## src/common/rdf_pkg.sv

```systemverilog
package rdf_pkg;
	localparam int ADDR_W = 12;
	// register indices; byte address is four times the index
	localparam logic [7:0] IDX_CTL = 8'h40;
	localparam logic [7:0] IDX_LIM = 8'h41;
	localparam logic [7:0] IDX_AEQ = 8'h42;
	localparam logic [7:0] IDX_THR = 8'h43;
	localparam logic [7:0] IDX_RLK = 8'h44;
	localparam logic [7:0] IDX_STS = 8'h45;
	localparam logic [7:0] RST_CTL = 8'h00;
	localparam logic [7:0] RST_LIM = 8'h86;
	localparam logic [6:0] RST_AEQ = 7'h74;
	localparam logic [7:0] RST_THR = 8'h01;
	localparam logic [15:0] RST_RLK = 16'h0400;
	localparam int CTL_ALWAYS = 7;
	localparam int CTL_TIMING = 1;
	localparam int CTL_EN = 0;
	localparam int AEQ_CLS_LSB = 4;
	localparam int AEQ_ORDER = 3;
	localparam int AEQ_2STEP = 2;
	localparam int AEQ_FIL_EN = 0;
	localparam int LIM_MAX_LSB = 4;
	localparam int STS_ADAPT = 4;
	localparam int STS_SWEEP = 5;
	localparam logic [3:0] SET_MID = 4'h7;
	localparam logic [3:0] SET_LEGAL_MAX = 4'hE;
	localparam logic [3:0] SET_ONE = 4'h1;
	localparam logic [15:0] HALF_MIN = 16'h0001;
	// bit order matches the error-class select field
	typedef struct packed {
		logic clk_bit;
		logic seq;
		logic parity;
	} rdf_err_t;
	typedef struct packed {
		logic [3:0] max;
		logic [3:0] min;
	} rdf_lim_t;
	typedef enum {F_IDLE, F_DYN, F_SWEEP} rdf_fil_st_t;
	typedef enum {E_IDLE, E_ACCUM, E_WAIT, E_CHECK} rdf_err_st_t;
endpackage

```

## src/rtl/rdf_err_acc.sv

```systemverilog
`timescale 1ns/1ps
`default_nettype none
module rdf_err_acc
	import rdf_pkg::*;
(
	input wire logic core_clk,
	input wire logic sys_rst,
	input wire rdf_pkg::rdf_err_t link_err,
	input wire logic [2:0] class_sel,
	input wire logic [7:0] threshold,
	input wire logic [15:0] half_period,
	input wire logic eq_active,
	input wire logic two_step,
	input wire logic cand_start,
	input wire logic lock,
	output logic step_up,
	output logic cand_pass,
	output logic cand_fail
);
	rdf_err_st_t state, next_state;
	logic [15:0] tick, next_tick;
	logic [7:0] errcnt, next_errcnt;
	logic next_step_up, next_cand_pass, next_cand_fail;
	logic hit, tick_end;
	logic [7:0] cnt_now;

	assign hit = |(link_err & class_sel);
	assign tick_end = (tick >= half_period - HALF_MIN);
	// count including this cycle, so the window's last error is not lost
	// saturate so a long burst cannot wrap back under the threshold
	assign cnt_now = (hit && errcnt != 8'hFF) ? errcnt + 8'h01 : errcnt;

	always_comb
	begin
		next_state = state;
		next_tick = tick + HALF_MIN;
		next_errcnt = cnt_now;
		next_step_up = 1'b0;
		next_cand_pass = 1'b0;
		next_cand_fail = 1'b0;
		unique case (state)
			E_IDLE:
			begin
				next_tick = '0;
				next_errcnt = '0;
				if (cand_start)
					next_state = E_WAIT;
				else if (eq_active)
					next_state = E_ACCUM;
			end
			E_ACCUM:
			begin
				if (tick_end)
				begin
					next_tick = '0;
					next_errcnt = '0;
					next_step_up = (cnt_now > threshold);
				end
				if (cand_start)
				begin
					next_state = E_WAIT;
					next_tick = '0;
				end
				else if (!eq_active)
					next_state = E_IDLE;
			end
			E_WAIT:
			begin
				next_errcnt = '0;
				if (tick_end)
				begin
					next_tick = '0;
					next_state = E_CHECK;
				end
			end
			E_CHECK:
			begin
				if (two_step && hit)
				begin
					next_cand_fail = 1'b1;
					next_state = E_IDLE;
				end
				else if (tick_end)
				begin
					next_cand_pass = lock;
					next_cand_fail = !lock;
					next_state = E_IDLE;
				end
			end
		endcase
	end

	always_ff @(posedge core_clk)
	begin
		if (sys_rst)
		begin
			state <= E_IDLE;
			tick <= '0;
			errcnt <= '0;
			step_up <= 1'b0;
			cand_pass <= 1'b0;
			cand_fail <= 1'b0;
		end
		else
		begin
			state <= next_state;
			tick <= next_tick;
			errcnt <= next_errcnt;
			step_up <= next_step_up;
			cand_pass <= next_cand_pass;
			cand_fail <= next_cand_fail;
		end
	end
endmodule
`default_nettype wire

```

## src/rtl/rdf_adapt_ctl.sv

```systemverilog
`timescale 1ns/1ps
`default_nettype none
module rdf_adapt_ctl
	import rdf_pkg::*;
#(
	parameter logic [15:0] RELOCK_RESET = RST_RLK
)
(
	input wire logic core_clk,
	input wire logic sys_rst,
	input wire logic psel,
	input wire logic penable,
	input wire logic pwrite,
	input wire logic [rdf_pkg::ADDR_W-1:0] paddr,
	input wire logic [31:0] pwdata,
	output logic [31:0] prdata,
	output logic pready,
	output logic pslverr,
	input wire logic cdr_freq_lock,
	input wire logic eq_adapt_done,
	input wire logic eq_sweep_start,
	input wire logic eq_sweep_next,
	input wire logic eq_candidate_start,
	input wire rdf_pkg::rdf_err_t link_err,
	input wire logic filter_early,
	input wire logic filter_late,
	output logic [3:0] filter_setting,
	output logic filter_adapting,
	output logic eq_step_up,
	output logic eq_candidate_pass,
	output logic eq_candidate_fail
);
	import rdf_pkg::*;

	logic [7:0] ctl, next_ctl;
	rdf_lim_t lim, next_lim;
	logic [6:0] adaptive_equalizer, next_aeq;
	logic [7:0] thr, next_thr;
	logic [15:0] rlk, next_rlk;
	logic [31:0] next_prdata;
	logic next_pready, next_pslverr;
	logic [7:0] idx;
	logic mapped, setup, wr_en;
	logic [7:0] sts;

	rdf_fil_st_t state, next_state;
	logic [3:0] next_setting;
	logic next_adapting;
	logic [3:0] eff_min, eff_max;
	logic dyn_go, sweep_go, eq_active;
	logic [15:0] half_period;

	function automatic logic [3:0] clamp(input logic [3:0] v,
		input logic [3:0] lo, input logic [3:0] hi);
		logic [3:0] r;
		r = v;
		if (r > hi)
			r = hi;
		if (r < lo)
			r = lo;
		return r;
	endfunction

	// bus decode
	assign idx = paddr[9:2];
	assign mapped = (paddr[11:10] == 2'b00) && (idx == IDX_CTL
		|| idx == IDX_LIM || idx == IDX_AEQ || idx == IDX_THR
		|| idx == IDX_RLK || idx == IDX_STS);
	assign setup = psel && !penable;
	assign wr_en = psel && penable && pready && pwrite && !pslverr;
	assign sts = {2'b00, state == F_SWEEP, filter_adapting,
		filter_setting};

	always_comb
	begin
		next_ctl = ctl;
		next_lim = lim;
		next_aeq = adaptive_equalizer;
		next_thr = thr;
		next_rlk = rlk;
		next_pready = setup;
		next_pslverr = setup && !mapped;
		next_prdata = '0;
		if (setup && !pwrite)
		begin
			unique case (idx)
				IDX_CTL: next_prdata = {24'h000000, ctl};
				IDX_LIM: next_prdata = {24'h000000, lim};
				IDX_AEQ: next_prdata = {25'h0000000, adaptive_equalizer};
				IDX_THR: next_prdata = {24'h000000, thr};
				IDX_RLK: next_prdata = {16'h0000, rlk};
				IDX_STS: next_prdata = {24'h000000, sts};
				default: next_prdata = '0;
			endcase
		end
		// status register ignores writes
		if (wr_en)
		begin
			unique case (idx)
				IDX_CTL: next_ctl = pwdata[7:0];
				IDX_LIM: next_lim = pwdata[7:0];
				// class, order, two-step and filter-enable bits; bit 7 reads zero
				IDX_AEQ: next_aeq = pwdata[6:0];
				IDX_THR: next_thr = pwdata[7:0];
				IDX_RLK: next_rlk = pwdata[15:0];
				default: next_ctl = ctl;
			endcase
		end
	end

	always_ff @(posedge core_clk)
	begin
		if (sys_rst)
		begin
			ctl <= RST_CTL;
			lim <= RST_LIM;
			adaptive_equalizer <= RST_AEQ;
			thr <= RST_THR;
			rlk <= RELOCK_RESET;
			prdata <= '0;
			pready <= 1'b0;
			pslverr <= 1'b0;
		end
		else
		begin
			ctl <= next_ctl;
			lim <= next_lim;
			adaptive_equalizer <= next_aeq;
			thr <= next_thr;
			rlk <= next_rlk;
			prdata <= next_prdata;
			pready <= next_pready;
			pslverr <= next_pslverr;
		end
	end

	// out-of-range codes fold to the legal top
	assign eff_max = clamp(lim.max, 4'h0, SET_LEGAL_MAX);
	assign eff_min = clamp(lim.min, 4'h0, SET_LEGAL_MAX);
	assign dyn_go = ctl[CTL_EN] && (ctl[CTL_ALWAYS]
		|| (ctl[CTL_TIMING] ? eq_adapt_done : cdr_freq_lock));
	assign sweep_go = eq_sweep_start && adaptive_equalizer[AEQ_FIL_EN];
	// checking only with a class enabled
	assign eq_active = !eq_adapt_done
		&& (adaptive_equalizer[6:AEQ_CLS_LSB] != 3'b000);
	// zero period would stall the window, so floor it at one
	assign half_period = (rlk[15:1] == 15'h0000) ? HALF_MIN
		: {1'b0, rlk[15:1]};

	always_comb
	begin
		next_state = state;
		next_setting = filter_setting;
		unique case (state)
			F_IDLE, F_DYN:
			begin
				if (sweep_go)
					next_state = F_SWEEP;
				else if (dyn_go)
					next_state = F_DYN;
				else
					next_state = F_IDLE;
				if (state == F_DYN && dyn_go && !sweep_go)
				begin
					if (filter_early && !filter_late
						&& filter_setting < eff_max)
						next_setting = filter_setting + SET_ONE;
					else if (filter_late && !filter_early
						&& filter_setting > eff_min)
						next_setting = filter_setting - SET_ONE;
				end
				if (sweep_go)
					next_setting = adaptive_equalizer[AEQ_ORDER] ? SET_MID : eff_max;
			end
			F_SWEEP:
			begin
				// walk down, wrap to the top
				if (eq_sweep_next)
					next_setting = (filter_setting <= eff_min) ? eff_max
						: filter_setting - SET_ONE;
				if (eq_adapt_done)
					next_state = dyn_go ? F_DYN : F_IDLE;
			end
		endcase
		next_setting = clamp(next_setting, eff_min, eff_max);
		next_adapting = (next_state != F_IDLE);
	end

	always_ff @(posedge core_clk)
	begin
		if (sys_rst)
		begin
			state <= F_IDLE;
			filter_setting <= SET_MID;
			filter_adapting <= 1'b0;
		end
		else
		begin
			state <= next_state;
			filter_setting <= next_setting;
			filter_adapting <= next_adapting;
		end
	end

	rdf_err_acc u_err
	(
		.core_clk(core_clk),
		.sys_rst(sys_rst),
		.link_err(link_err),
		.class_sel(adaptive_equalizer[6:AEQ_CLS_LSB]),
		.threshold(thr),
		.half_period(half_period),
		.eq_active(eq_active),
		.two_step(adaptive_equalizer[AEQ_2STEP]),
		.cand_start(eq_candidate_start),
		.lock(cdr_freq_lock),
		.step_up(eq_step_up),
		.cand_pass(eq_candidate_pass),
		.cand_fail(eq_candidate_fail)
	);
endmodule
`default_nettype wire

```

## config.mk

```make
export PLATFORM = sky130hd
export DESIGN_NAME = rdf_adapt_ctl
export DESIGN_NICKNAME = d
export VERILOG_FILES = /design/src/common/rdf_pkg.sv /design/src/rtl/rdf_err_acc.sv /design/src/rtl/rdf_adapt_ctl.sv
export SDC_FILE = /design/constraint.sdc
export NUM_CORES = 1
export LEC_CHECK = 0
export BUFFER_PORTS_ARGS = -buffer_cell sky130_fd_sc_hd__buf_2
export CAP_MARGIN = 10
export CORE_MARGIN = 2
export CORE_UTILIZATION = 40
export CTS_BUF_LIST = sky130_fd_sc_hd__clkbuf_16
export CTS_CLUSTER_DIAMETER = 120
export DETAILED_ROUTE_END_ITERATION = 12
export SLEW_MARGIN = 40
export SYNTH_ARGS = -nofsm -noshare
export SYNTH_HDL_FRONTEND = slang
export SYNTH_SLANG_ARGS = --single-unit
```

## constraint.sdc

```tcl
create_clock -name core_clk -period 12.7 [get_ports core_clk]
set_input_delay 1.905 -clock core_clk [delete_from_list [all_inputs] [get_ports core_clk]]
set_output_delay 1.905 -clock core_clk [all_outputs]
set_load 0.02 [all_outputs]
```

### Word level (Yosys, flattened, before mapping)

Cells that the tools add are included.

* output and inout port bits: 42
* register bits after elaboration: 177
* logic and storage cells: 147
* input bits: 59

* mux-type cells: 37
* equal/unequal tests: 18
* add/sub/neg operators: 5
* reductions and logical operators: 53
* magnitude comparators: 11
* bitwise gates (word level): 5

Operators with widths (number)
* 2-to-1 mux 32 bit: 8
* == test 32 x 2 -> 1 bit (second input constant): 4
* one-hot mux 32 bit (4 select lines): 1
* one-hot mux 16 bit (6 select lines): 1
* == test 32 x 1 -> 1 bit (second input constant): 2
* logical NOT 32 bit: 2
* one-hot mux 32 bit (2 select lines): 1
* 2-to-1 mux 4 bit: 13
* == test 8 x 7 -> 1 bit (second input constant): 6
* one-hot mux 16 bit (3 select lines): 1
* == test 32 x 3 -> 1 bit (second input constant): 1
* 2-to-1 mux 16 bit: 2
* nonzero test 32 bit: 1
* logical AND 1 bit: 19
* adder 16 x 1 -> 16 bit (second input constant): 1
* >= comparator 16 bit: 1
* 2-to-1 mux 8 bit: 2
* one-hot mux 8 bit (2 select lines): 1
* subtractor 15 x 1 -> 16 bit (second input constant): 1
* logical NOT 15 bit: 1
* 2-to-1 mux 15 bit: 1
* AND reduction 2 bit: 5
* logical NOT 1 bit: 9
* adder 8 x 1 -> 8 bit (second input constant): 1
* 25 further kinds: 44

### Depth between registers and ports, before layout

Gate-level depths: netlist of the first run.

* depth in word-level cells: 15
* mapped depth: 23

### By module

A second synthesis of the first run with hierarchy kept.

* cell total of the unflattened synthesis: 761
* area total of the unflattened synthesis: 6653.9 µm²

By module, submodules not included
* rdf_adapt_ctl: sequential area each 2042.0 µm², area an instance 4591.9 µm², cells each 517, instances 1
* rdf_err_acc: sequential area each 580.6 µm², area an instance 2062.0 µm², cells each 244, instances 1

### Worst setup path before layout of the first run

No wires, ideal clock.

* path type: in2reg
* start point: input eq_sweep_start
* end point: register filter_setting[1]
* required time: 12577 ps
* stages: 17
* slack: 7055 ps
* path buffers: 1
* arrival: 5522 ps
* cell sequence: and2_1 clkbuf_1 nor2_1 o2111ai_4 o21a_1 o31ai_1 mux2i_1 ha_1 and4_1 a21oi_1 nor2_1 a221oi_1 ha_1 inv_1 o41ai_2 a311oi_1 mux2_1

* word-level cells in the longest chain between the ends: 10

Ends and longest elaborated chain
* from (decl): line rdf_adapt_ctl.sv:21 `input wire logic eq_sweep_start,`
* logical AND 1 bit (*): line rdf_adapt_ctl.sv:142 `assign sweep_go = eq_sweep_start && adaptive_equalizer[AEQ_FIL_EN];`
* logical NOT 1 bit: line rdf_adapt_ctl.sv:163 `if (state == F_DYN && dyn_go && !sweep_go)`
* logical AND 1 bit: line rdf_adapt_ctl.sv:163
* 2-to-1 mux 4 bit: line rdf_adapt_ctl.sv:163
* 2-to-1 mux 4 bit (*): line rdf_adapt_ctl.sv:172 `if (sweep_go)`
* one-hot mux 4 bit (2 select lines) (*): line rdf_adapt_ctl.sv:154 `unique case (state)`
* > comparator 4 bit: line rdf_adapt_ctl.sv:57 `if (r > hi)`
* 2-to-1 mux 4 bit (*): line rdf_adapt_ctl.sv:57
* less-than comparator 4 bit: line rdf_adapt_ctl.sv:59 `if (r < lo)`
* 2-to-1 mux 4 bit (*): line rdf_adapt_ctl.sv:59
* to (signal assigned): line rdf_adapt_ctl.sv:200 `filter_setting <= next_setting;`
* to (decl): line rdf_adapt_ctl.sv:27 `output logic [3:0] filter_setting,`

Every way passes the cells marked *; elsewhere a longest branch is shown, timed or not.
A chain may end at the register's enable or synchronous reset.

### Worst setup path after layout of the first run

* start point: input filter_late
* end point: register filter_setting[1]

* word-level cells in the longest chain between the ends: 11

Ends and longest elaborated chain
* from (decl): line rdf_adapt_ctl.sv:26 `input wire logic filter_late,`
* logical AND 1 bit or logical NOT 1 bit (tied branches): line rdf_adapt_ctl.sv:168, rdf_adapt_ctl.sv:165
* logical AND 1 bit, on equally long branches: line rdf_adapt_ctl.sv:169, rdf_adapt_ctl.sv:165
* 2-to-1 mux 4 bit or logical AND 1 bit (tied branches): line rdf_adapt_ctl.sv:168, rdf_adapt_ctl.sv:166
* 2-to-1 mux 4 bit (*): line rdf_adapt_ctl.sv:165 `if (filter_early && !filter_late`
* 2-to-1 mux 4 bit (*): line rdf_adapt_ctl.sv:163
* 2-to-1 mux 4 bit (*): line rdf_adapt_ctl.sv:172
* one-hot mux 4 bit (2 select lines) (*): line rdf_adapt_ctl.sv:154
* > comparator 4 bit: line rdf_adapt_ctl.sv:57
* 2-to-1 mux 4 bit (*): line rdf_adapt_ctl.sv:57
* less-than comparator 4 bit: line rdf_adapt_ctl.sv:59
* 2-to-1 mux 4 bit (*): line rdf_adapt_ctl.sv:59

Marked as above.

==> qor.txt, run 1 <==
Yosys reg bits: 131
die width: 134.8 µm
vias in the first global route: 5,573
core area: 16,640 µm²
Initial DRC Count: 447
Post CTS Setup Buffer Count: 0
DP Worst Slack: 6306 ps
P per Cell Area: 119.2 nW/µm²
Fin Clk Skew: 12.97 ps
hold_sp: rlk[0]
Ports: 101
met3 WL: 940 µm
status: finished, final reports clean
Ys Warns: 0
crit path launch type: input pin
crit path from: filter_late
Synth-to-Final Area Change: 17.12%
Layout Nets: 965
unrepaired setup endpoints after global routing: false
most frequent cells in the layout: dfxtp_1, nand2_1, nor2_1
setup TNS: 0 ps
CP arrival: 6290 ps
met1 wire length: 7996 µm
placed cells: 1,066
GP Congestion: 0.8432
Leakage: 3.348 nW
Distinct cells, synth: 74
Post-Route Utilization: 0.4813
Worst-Skew Late Latency: 430 ps
Remaining DRCs: 0
fin crit share: 0.4702
Final setup viols: 0
met2 WL: 7884 µm
CTS root buf: clkbuf_16
DR vias/cell: 5.318
cells after synthesis: 779
Seq/Total Area, Yosys: 0.3835
CTS buffer count: 17
peak supply drop: 0.09211 mV
top_reg_cell synth: dfxtp_1
hold crit path type: flip-flop to flip-flop
GRT Resource Usage Total: 0.1957
Hold Buf Count CTS: 0
total routed wirelength: 17,150 µm
CTS tree: yes
via count: 5,845
Max-Cap Viols: 0
most common cell after layout, fill and taps aside: dfxtp_1
first-pass GRT wire length: 28,100 µm
min Tclk post-route: 5972 ps
Slew @ Worst Pin: 856.5 ps
CTS Sinks: 131
starting density of the core: 0.4109
Max clock buf depth: 2
Overall Power: 0.9546 mW
Slew HR: 0.4284
top sig layer: met4
post_cts resized: 0
Final Hold Fails: 0
# port buffers: 66
worst-path cell chain: buf_2 > nor2_1 > nand3_1 > nor2_2 > o2111ai_4 > o21a_1 > o31ai_1 > mux2i_1 > ha_1 > and4_1 > a21oi_1 > nor2_1 > a221oi_1 > ha_1 > inv_1 > o41ai_2 > a311oi_1 > mux2_1
Critical Path Sink Type: flip-flop
DR pass1 iterations: 4
clock-pin transition on the worst setup and hold timing paths: 70 ps
Avg Inst Size Synth: 8.779 µm²
CP required: 13,020 ps
largest net degree at the start of global routing: 66
Final Instance Count excl. Fillers: 1,099
critical path's largest stage delay: 410 ps
number of flops mapped to enable cells by yosys: 0
DRT antenna net count: 0
Routed WL per cell: 15.60 µm
Post-synth ARST share: 0
FMAX: 167.4 MHz
layout cell share with drive strength beyond 1: 0.1549
grt total ovfl: 0
post-DP HPWL: 12,210 µm
initial antenna violation count: 1
row count: 47
Final Max Slew Viols: 0
deepest level of the CTS H-tree: 4
Crit Path Category: input pin to flip-flop
DIE AREA: 18,160 µm²
Die Ht: 134.8 µm
worst r2r src: filter_setting[0]
crit path max fanout: 6
setup ws final: 6728 ps
Post-Syn Area: 6839 µm²
Max stage delay cell, worst path: a21oi_1
## state kept, by name, summed over array words and instances, names as in the netlist
register,count
adaptive_equalizer,7
u_err.errcnt,8
u_err.tick,16
pslverr,1
u_err.cand_pass,1
ctl,8
rlk,16
u_err.state,2
filter_setting,4
thr,8
pready,1
filter_adapting,1
u_err.cand_fail,1
state,32
u_err.step_up,1
lim,8
prdata,16
## worst paths after layout
| check | end | slack (ps) | cells after the start |
|---|---|---|---|
| hold reg to reg | rlk[0] | 460 | 2 |
| setup reg to reg | filter_setting[1] | 7290 | 19 |
| hold / removal | rlk[0] | 460 | 2 |
| setup / recovery | filter_setting[1] | 6730 | 18 |
## critical path, delay by kind of cell
kind,cells,cell delay [ps]
adders and majority gates,2,650
muxes,2,510
AOI/OAI and AO/OA,7,2090
and+or+nand+nor,5,900
buffers and inverters,2,210
## synth_stat cells (3+ instances only)
cell type / count / area [µm²]
nor4_1: 10 / 62.56
xor2_1: 17 / 148.9
o32ai_1: 15 / 131.4
a31oi_1: 9 / 56.30
a21o_1: 12 / 90.09
nand4_1: 7 / 43.79
a22oi_1: 6 / 45.04
mux2_2: 4 / 45.04
a222oi_1: 8 / 80.08
nor4_2: 3 / 37.54
nor3_1: 12 / 60.06
o2111a_1: 8 / 90.09
mux2i_1: 25 / 250.2
or3_1: 18 / 112.6
o21a_1: 3 / 22.52
clkbuf_1: 32 / 120.1
nor2b_1: 9 / 56.30
and2_1: 12 / 75.07
a221oi_1: 3 / 26.28
nand3_1: 31 / 155.2
ha_1: 41 / 513.0
buf_4: 17 / 127.6
xnor2_1: 20 / 175.2
nor2_1: 70 / 262.8
mux2_1: 3 / 33.78
o21ai_0: 13 / 65.06
nand2b_1: 7 / 43.79
a21oi_1: 50 / 250.2
and3_1: 5 / 31.28
dfxtp_1: 131 / 2623
inv_1: 34 / 127.6
o211ai_1: 7 / 52.55
nand2_1: 80 / 300.3
a211oi_1: 4 / 30.03
## kinds of logic (layout without fill, tap and decap cells)
| group | Yosys count | in the layout | synth area share |
|---|---|---|---|
| DFF | 131 | 131 | 0.3835 |
| adders and majority gates | 41 | 41 | 0.07501 |
| buffers and inverters | 87 | 141 | 0.05982 |
| xor gates and xnor gates | 37 | 37 | 0.04738 |
| muxes | 33 | 33 | 0.05031 |
| AOI/OAI and AO/OA | 162 | 162 | 0.1733 |
| other | 2 | 48 | 0.001098 |
| and+or+nand+nor | 286 | 286 | 0.2097 |
## layout make-up
| type | count | area, µm² |
|---|---|---|
| Antenna cell | 1 | 2.502 |
| Clock buffer | 17 | 425.4 |
| Clock inverter | 15 | 173.9 |
| Fill cell | 1598 | 8632 |
| Inverter | 35 | 131.4 |
| Multi-Input combinational cell | 606 | 3989 |
| Sequential cell | 131 | 2623 |
| Tap cell | 220 | 275.3 |
| Timing Repair Buffer | 74 | 390.4 |
## metrics by stage
step | cell area, µm² | hold WS, ps
2_1_floorplan | 7008 | 435.7
3_3_place_gp | 7402 | 443.9
3_5_place_dp | 7408 | 448.0
4_1_cts | 8008 | 456.9
5_1_grt | 8008 | 495.3
6_report | 8010 | 458.9
## per-layer routing
layer  GRT usage  vias to the layer above
met4     0.07778                        0
met1      0.2552                     2742
met5           0                        -
met2      0.3190                      152
met3     0.03791                       27
li1            -                     2924
## power breakdown
part	total (mW)	internal [mW]	switching, mW
combinational	0.0395	0.0124	0.0270
sequential	0.421	0.417	0.00400
clock	0.494	0.294	0.200
total	0.955	0.724	0.231
(Power assumes the default switching activity.)
==> run 2, diff against run 1 <==
- clock period: 12.7 -> 5.64 ns (I/O delays scaled with it)
==> run 2 against run 1 <==
Compared with the run above:
- register-to-register slack got worse by 6800 ps
- flip-flop and latch count unchanged
- worst setup slack lost 6300 ps
- design area up 0.50%
- non-clock buffer count rose by 5
- largest power group unchanged
==> qor.txt, run 2 (same netlist as run 1, synthesis figures left out) <==
DR vias/cell: 5.170 (-2.8%)
DIE AREA: 18,160 µm² (unchanged)
status: finished, final reports clean
deepest level of the CTS H-tree: 4 (unchanged)
Fin Clk Skew: 9.416 ps (-3.554 ps)
initial antenna violation count: 1 (unchanged)
Hold Buf Count CTS: 0 (unchanged)
Leakage: 3.378 nW (+0.91%)
Initial DRC Count: 388 (-13%)
peak supply drop: 0.2215 mV (+140%)
Critical Path Sink Type: flip-flop
Final setup viols: 0 (unchanged)
Largest Register: state
crit path launch type: flip-flop
Remaining DRCs: 0 (unchanged)
fin crit share: 0.9164
min Tclk post-route: 5169 ps
P per Cell Area: 269.9 nW/µm² (+130%)
Layout fillers: 1,628 (+1.9%)
Slew @ Worst Pin: 785.4 ps (-71.10 ps)
layout cell share with drive strength beyond 1: 0.1574 (+0.002520)
most common cell after layout, fill and taps aside: dfxtp_1
GP Congestion: 0.9028 (+7.1%)
CTS tree: yes
CTS Sinks: 131 (unchanged)
Routed WL per cell: 15.48 µm (-0.78%)
unrepaired setup endpoints after global routing: false
max reg flops: 32 (unchanged)
Synth-to-Final Area Change: 17.71%
clock-pin transition on the worst setup and hold timing paths: 60 ps (about the same)
Post CTS Setup Buffer Count: 0 (unchanged)
Final Hold Fails: 0 (unchanged)
first-pass GRT wire length: 27,660 µm (-1.6%)
FMAX: 193.5 MHz
Die Ht: 134.8 µm (unchanged)
vias in the first global route: 5,361 (-3.8%)
post_cts resized: 0 (unchanged)
CTS buffer count: 17 (unchanged)
largest net degree at the start of global routing: 66 (unchanged)
CTS root buf: clkbuf_16
GRT Resource Usage Total: 0.1950 (-0.0006986)
Max clock buf depth: 2 (unchanged)
setup ws final: 471.4 ps (-6257 ps)
starting density of the core: 0.4109 (unchanged)
post-DP HPWL: 12,320 µm (+0.93%)
Final Max Slew Viols: 0 (unchanged)
core area: 16,640 µm² (unchanged)
top sig layer: met4
die width: 134.8 µm (unchanged)
met3 WL: 799 µm (-15%)
hold crit path type: flip-flop to flip-flop
setup TNS: 0 ps (unchanged)
DP Worst Slack: 433.4 ps (-5873 ps)
DR pass1 iterations: 7 (+3)
# port buffers: 66 (unchanged)
Slew HR: 0.4732 (+0.04479)
Worst-Skew Late Latency: 430 ps (about the same)
met1 wire length: 8275 µm (+3.5%)
most frequent cells in the layout: dfxtp_1, nand2_1, nor2_1
Max-Cap Viols: 0 (unchanged)
Ports: 101 (unchanged)
CP arrival: 5480 ps (-810 ps)
CP required: 5950 ps (-7070 ps)
grt total ovfl: 0 (unchanged)
Layout Nets: 970 (+0.52%)
met2 WL: 7604 µm (-3.6%)
crit path max fanout: 6 (unchanged)
Crit Path Category: flip-flop to flip-flop
via count: 5,708 (-2.3%)
row count: 47 (unchanged)
total routed wirelength: 17,090 µm (-0.33%)
DRT antenna net count: 0 (unchanged)
run 2: cell types whose count changed in the layout (fill, tap and decap cells not counted), sizes merged:
cell and delta:
bufinv +1, clkinvlp -1, buf +5, clkinv +2
inv -2
run 2: worst max-delay path, cell delays in order (launching register included):
cell,delay [ps]
dfxtp_1,490
nand3_1,110
nand2_1,110
inv_1,60
ha_1,180
nor2b_1,140
o221ai_2,140
a21oi_1,310
o2111ai_4,230
o21a_1,240
o31ai_1,280
mux2i_1,130
ha_1,320
and4_1,200
a21o_2,230
nand2_1,110
nor2b_1,60
a221oi_1,360
ha_1,350
inv_1,120
o41ai_2,110
a311oi_1,410
mux2_1,360
run 2: stage by stage:
step,hold slack (ps),total power [mW],area [µm²],util,std cells
4_1_cts,464.0,2.189,8048,0.4836,1103
6_report,466.3,2.172,8050,0.4837,1104
3_5_place_dp,459.0,1.058,7442,0.4472,1071
3_3_place_gp,443.3,1.057,7440,0.4470,1071
2_1_floorplan,435.7,1.030,7008,-,824
5_1_grt,503.1,2.240,8048,0.4836,1103
run 2: metal layers:
metal  vias to the layer above  track usage
met4                         0      0.08830
met3                        25      0.04429
met1                      2639       0.2582
met5                         -            0
met2                       124       0.3029
li1                       2920            -
run 2: final cells by class:
class | instances | area (µm²) | share of cell area
Multi-Input combinational cell | 606 | 3985 | 0.4950
Sequential cell | 131 | 2623 | 0.3258
Timing Repair Buffer | 79 | 427.9 | 0.05316
Clock buffer | 17 | 425.4 | 0.05284
Tap cell | 220 | 275.3 | 0.03419
Clock inverter | 15 | 180.2 | 0.02238
Inverter | 35 | 131.4 | 0.01632
Antenna cell | 1 | 2.502 | 0.0003108
run 2: path summary, 6_finish.rpt:
path,from,slack (ps),to,depth (start not counted)
worst max register to register,lim[2],470,filter_setting[1],22
worst min register to register,rlk[0],470,rlk[0],2
worst min-delay path,rlk[0],470,rlk[0],2
worst max-delay path,lim[2],470,filter_setting[1],22
run 2: report_power, final:
part	switching, mW	leakage, nW	internal [mW]
clock network	0.437	0.291	0.698
logic	0.0600	2.02	0.0284
registers	0.00906	1.07	0.940
total	0.506	3.38	1.67
==> run 3, diff against run 2 <==
--- a/config.mk
+++ b/config.mk
@@ -6,6 +6,5 @@
 export NUM_CORES = 1
 export LEC_CHECK = 0
-export BUFFER_PORTS_ARGS = -buffer_cell sky130_fd_sc_hd__buf_2
-export CAP_MARGIN = 10
+export CAP_MARGIN = 20
 export CORE_MARGIN = 2
 export CORE_UTILIZATION = 40
@@ -13,4 +12,5 @@
 export CTS_CLUSTER_DIAMETER = 120
 export DETAILED_ROUTE_END_ITERATION = 12
+export DONT_BUFFER_PORTS = 1
 export SLEW_MARGIN = 40
 export SYNTH_ARGS = -nofsm -noshare
==> constraint.sdc (replaced) <==
create_clock -name core_clk -period 5.64 [get_ports core_clk]
set_input_delay 0.846 -clock core_clk [delete_from_list [all_inputs] [get_ports core_clk]]
set_output_delay 0.846 -clock core_clk [all_outputs]
set_load 0.01 [all_outputs]
==> run 3 against run 2 <==
Compared with the run above:
- core utilization down 1.8 points
- via count is 2.2% lower
- sequential power barely moved
- critical endpoint unchanged
- final cell count down 5.9%
- critical path depth did not move
==> qor.txt, run 3 (same netlist as run 1, synthesis figures left out) <==
status: finished, final reports clean
crit path max fanout: 6 (unchanged)
Leakage: 3.120 nW (-7.7%)
fin crit share: 0.9196 (+0.003127)
Crit Path Category: flip-flop to flip-flop
Layout fillers: 1,606 (-1.4%)
CTS buffer count: 17 (unchanged)
Top delay family on crit path: compound AO/OA/AOI/OAI gates
DIE AREA: 18,160 µm² (unchanged)
worst-path cell chain: nand3_1 > nand2_1 > inv_1 > ha_1 > nor2b_1 > o221ai_2 > a21oi_1 > o2111ai_4 > o21a_1 > o31ai_1 > mux2i_1 > ha_1 > and4_1 > a21o_2 > nand2_1 > nor2b_1 > a221oi_1 > ha_1 > inv_1 > o41ai_2 > a311oi_1 > mux2_1
Post-Route Utilization: 0.4661 (-0.01759)
first-pass GRT wire length: 27,190 µm (-1.7%)
# port buffers: 0 (-100%)
Combinational Power Share: 0.023 (-0.018)
setup TNS: 0 ps (unchanged)
Worst-Skew Late Latency: 420 ps (about the same)
max reg flops: 32 (unchanged)
Multi-input gate area: 3988 µm² (about the same)
Post CTS Setup Buffer Count: 0 (unchanged)
starting density of the core: 0.4109 (unchanged)
Int Pwr: 1.703 mW (+2.2%)
DR pass1 iterations: 5 (-2)
Remaining DRCs: 0 (unchanged)
Max-Cap Viols: 0 (unchanged)
CP required: 5950 ps (about the same)
storage element area: 2623 µm² (unchanged)
Final Hold Fails: 0 (unchanged)
CTS root buf: clkbuf_16
via count: 5,582 (-2.2%)
part of the power in registers: 0.436 (about the same)
Synth-to-Final Area Change: 13.43%
Largest Register: state
post-DP HPWL: 12,200 µm (-0.99%)
Ant. Diodes: 0 (-1)
Layout Nets: 906 (-6.6%)
clock-pin transition on the worst setup and hold timing paths: 60 ps (about the same)
deepest level of the CTS H-tree: 4 (unchanged)
Initial DRC Count: 444 (+14%)
GRT Resource Usage Total: 0.1914 (-0.003576)
Slew HR: 0.5391 (+0.06591)
unrepaired setup endpoints after global routing: false
largest net degree at the start of global routing: 66 (unchanged)
Hold Buf Count CTS: 0 (unchanged)
most frequent cells in the layout: dfxtp_1, nand2_1, nor2_1
FMAX: 192.8 MHz (-0.34%)
sw frac: 0.2178 (-0.01494)
CP most frequent cell: ha_1
Max stage delay cell, worst path: dfxtp_1
Fin Clk Skew: 10.21 ps (+0.7940 ps)
total routed wirelength: 16,930 µm (-0.91%)
Ports: 101 (unchanged)
grt total ovfl: 0 (unchanged)
initial antenna violation count: 0 (-1)
crit path launch type: flip-flop
die width: 134.8 µm (unchanged)
core area: 16,640 µm² (unchanged)
Die Ht: 134.8 µm (unchanged)
critical path's largest stage delay: 460 ps (-30 ps)
GP Congestion: 0.8498 (-5.9%)
Psw: 0.4743 mW (-6.2%)
post_cts resized: 0 (unchanged)
peak supply drop: 0.2890 mV (+30%)
Buf+Inv Stages, Crit Path: 2 (unchanged)
Final setup viols: 0 (unchanged)
CTS Sinks: 131 (unchanged)
CTS tree: yes
Final Max Slew Viols: 0 (unchanged)
Routed WL per cell: 16.30 µm (+5.3%)
Max clock buf depth: 2 (unchanged)
min Tclk post-route: 5186 ps (+17.64 ps)
layout cell share with drive strength beyond 1: 0.09402 (-0.06340)
most common cell after layout, fill and taps aside: dfxtp_1
hold crit path type: flip-flop to flip-flop
Slew @ Worst Pin: 689.5 ps (-95.93 ps)
clock network fraction of design power: 0.541 (+0.019)
row count: 47 (unchanged)
DR vias/cell: 5.372 (+3.9%)
CP arrival: 5490 ps (about the same)
vias in the first global route: 5,092 (-5.0%)
DRT antenna net count: 0 (unchanged)
P per Cell Area: 280.7 nW/µm² (+4.0%)
Critical Path Sink Type: flip-flop
[run 3: changes by cell type in the layout (fill, tap and decap cells not counted), sizes merged]
cell / previous run / this run
clkinvlp: 3 / 0
buf: 79 / 15
inv: 39 / 40
clkinv: 5 / 6
bufinv: 3 / 4
diode: 1 / 0
[run 3: path summary, 6_finish.rpt]
kind                                              end  cells after the start                  start  slack [ps]
worst min register to register  adaptive_equalizer[1]                      2  adaptive_equalizer[1]         460
worst max-delay path                filter_setting[1]                     22                 lim[2]         450
worst max register to register      filter_setting[1]                     22                 lim[2]         450
worst min-delay path            adaptive_equalizer[1]                      2  adaptive_equalizer[1]         460
[run 3: layout make-up]
type,instances,share of cell area
well taps,220,0.03548
inverters,35,0.01694
clock inverters,15,0.02613
clock buffers,17,0.05484
flip-flops and latches,131,0.3381
multi-input cells,606,0.5140
repair buffers,15,0.01452
[run 3: worst reg2reg max path, stage by stage (launching register included)]
cell and delay (ps):
dfxtp_1 460, nand3_1 110, nand2_1 110, inv_1 60, ha_1 170, nor2b_1 140
o221ai_2 150, a21oi_1 300, o2111ai_4 210, o21a_1 230, o31ai_1 300, mux2i_1 130
ha_1 320, and4_1 190, a21o_2 230, nand2_1 110, nor2b_1 50, a221oi_1 430
ha_1 370, inv_1 120, o41ai_2 110, a311oi_1 400, mux2_1 360
[run 3: stage by stage]
step	worst slack [ps]	power [mW]	area [µm²]	hold WS [ps]	std cells
4_1_cts	451.6	2.198	7755	455.3	1039
3_3_place_gp	464.0	1.018	7124	440.5	1007
2_1_floorplan	1054	1.025	7008	435.7	824
3_5_place_dp	464.3	1.019	7127	446.8	1007
6_report	453.7	2.178	7757	460.0	1039
5_1_grt	64.35	2.255	7757	469.8	1039
[run 3: routing by layer]
layer	vias to the layer above	global-route usage	routed length, µm
li1	2796	-	-
met1	2619	0.2549	7860
met2	147	0.3015	7799
met3	20	0.05143	1050
met4	0	0.06199	223
met5	-	0	0
[run 3: power groups by stage]
stage / sequential [mW] / combinational (mW) / clock (mW)
global placement: 0.970 / 0.0482 / 0
detailed placement: 0.970 / 0.0487 / 0
finish: 0.950 / 0.0492 / 1.18
CTS: 0.950 / 0.0488 / 1.20
floorplan: 0.966 / 0.0589 / 0
global route: 0.951 / 0.0556 / 1.25
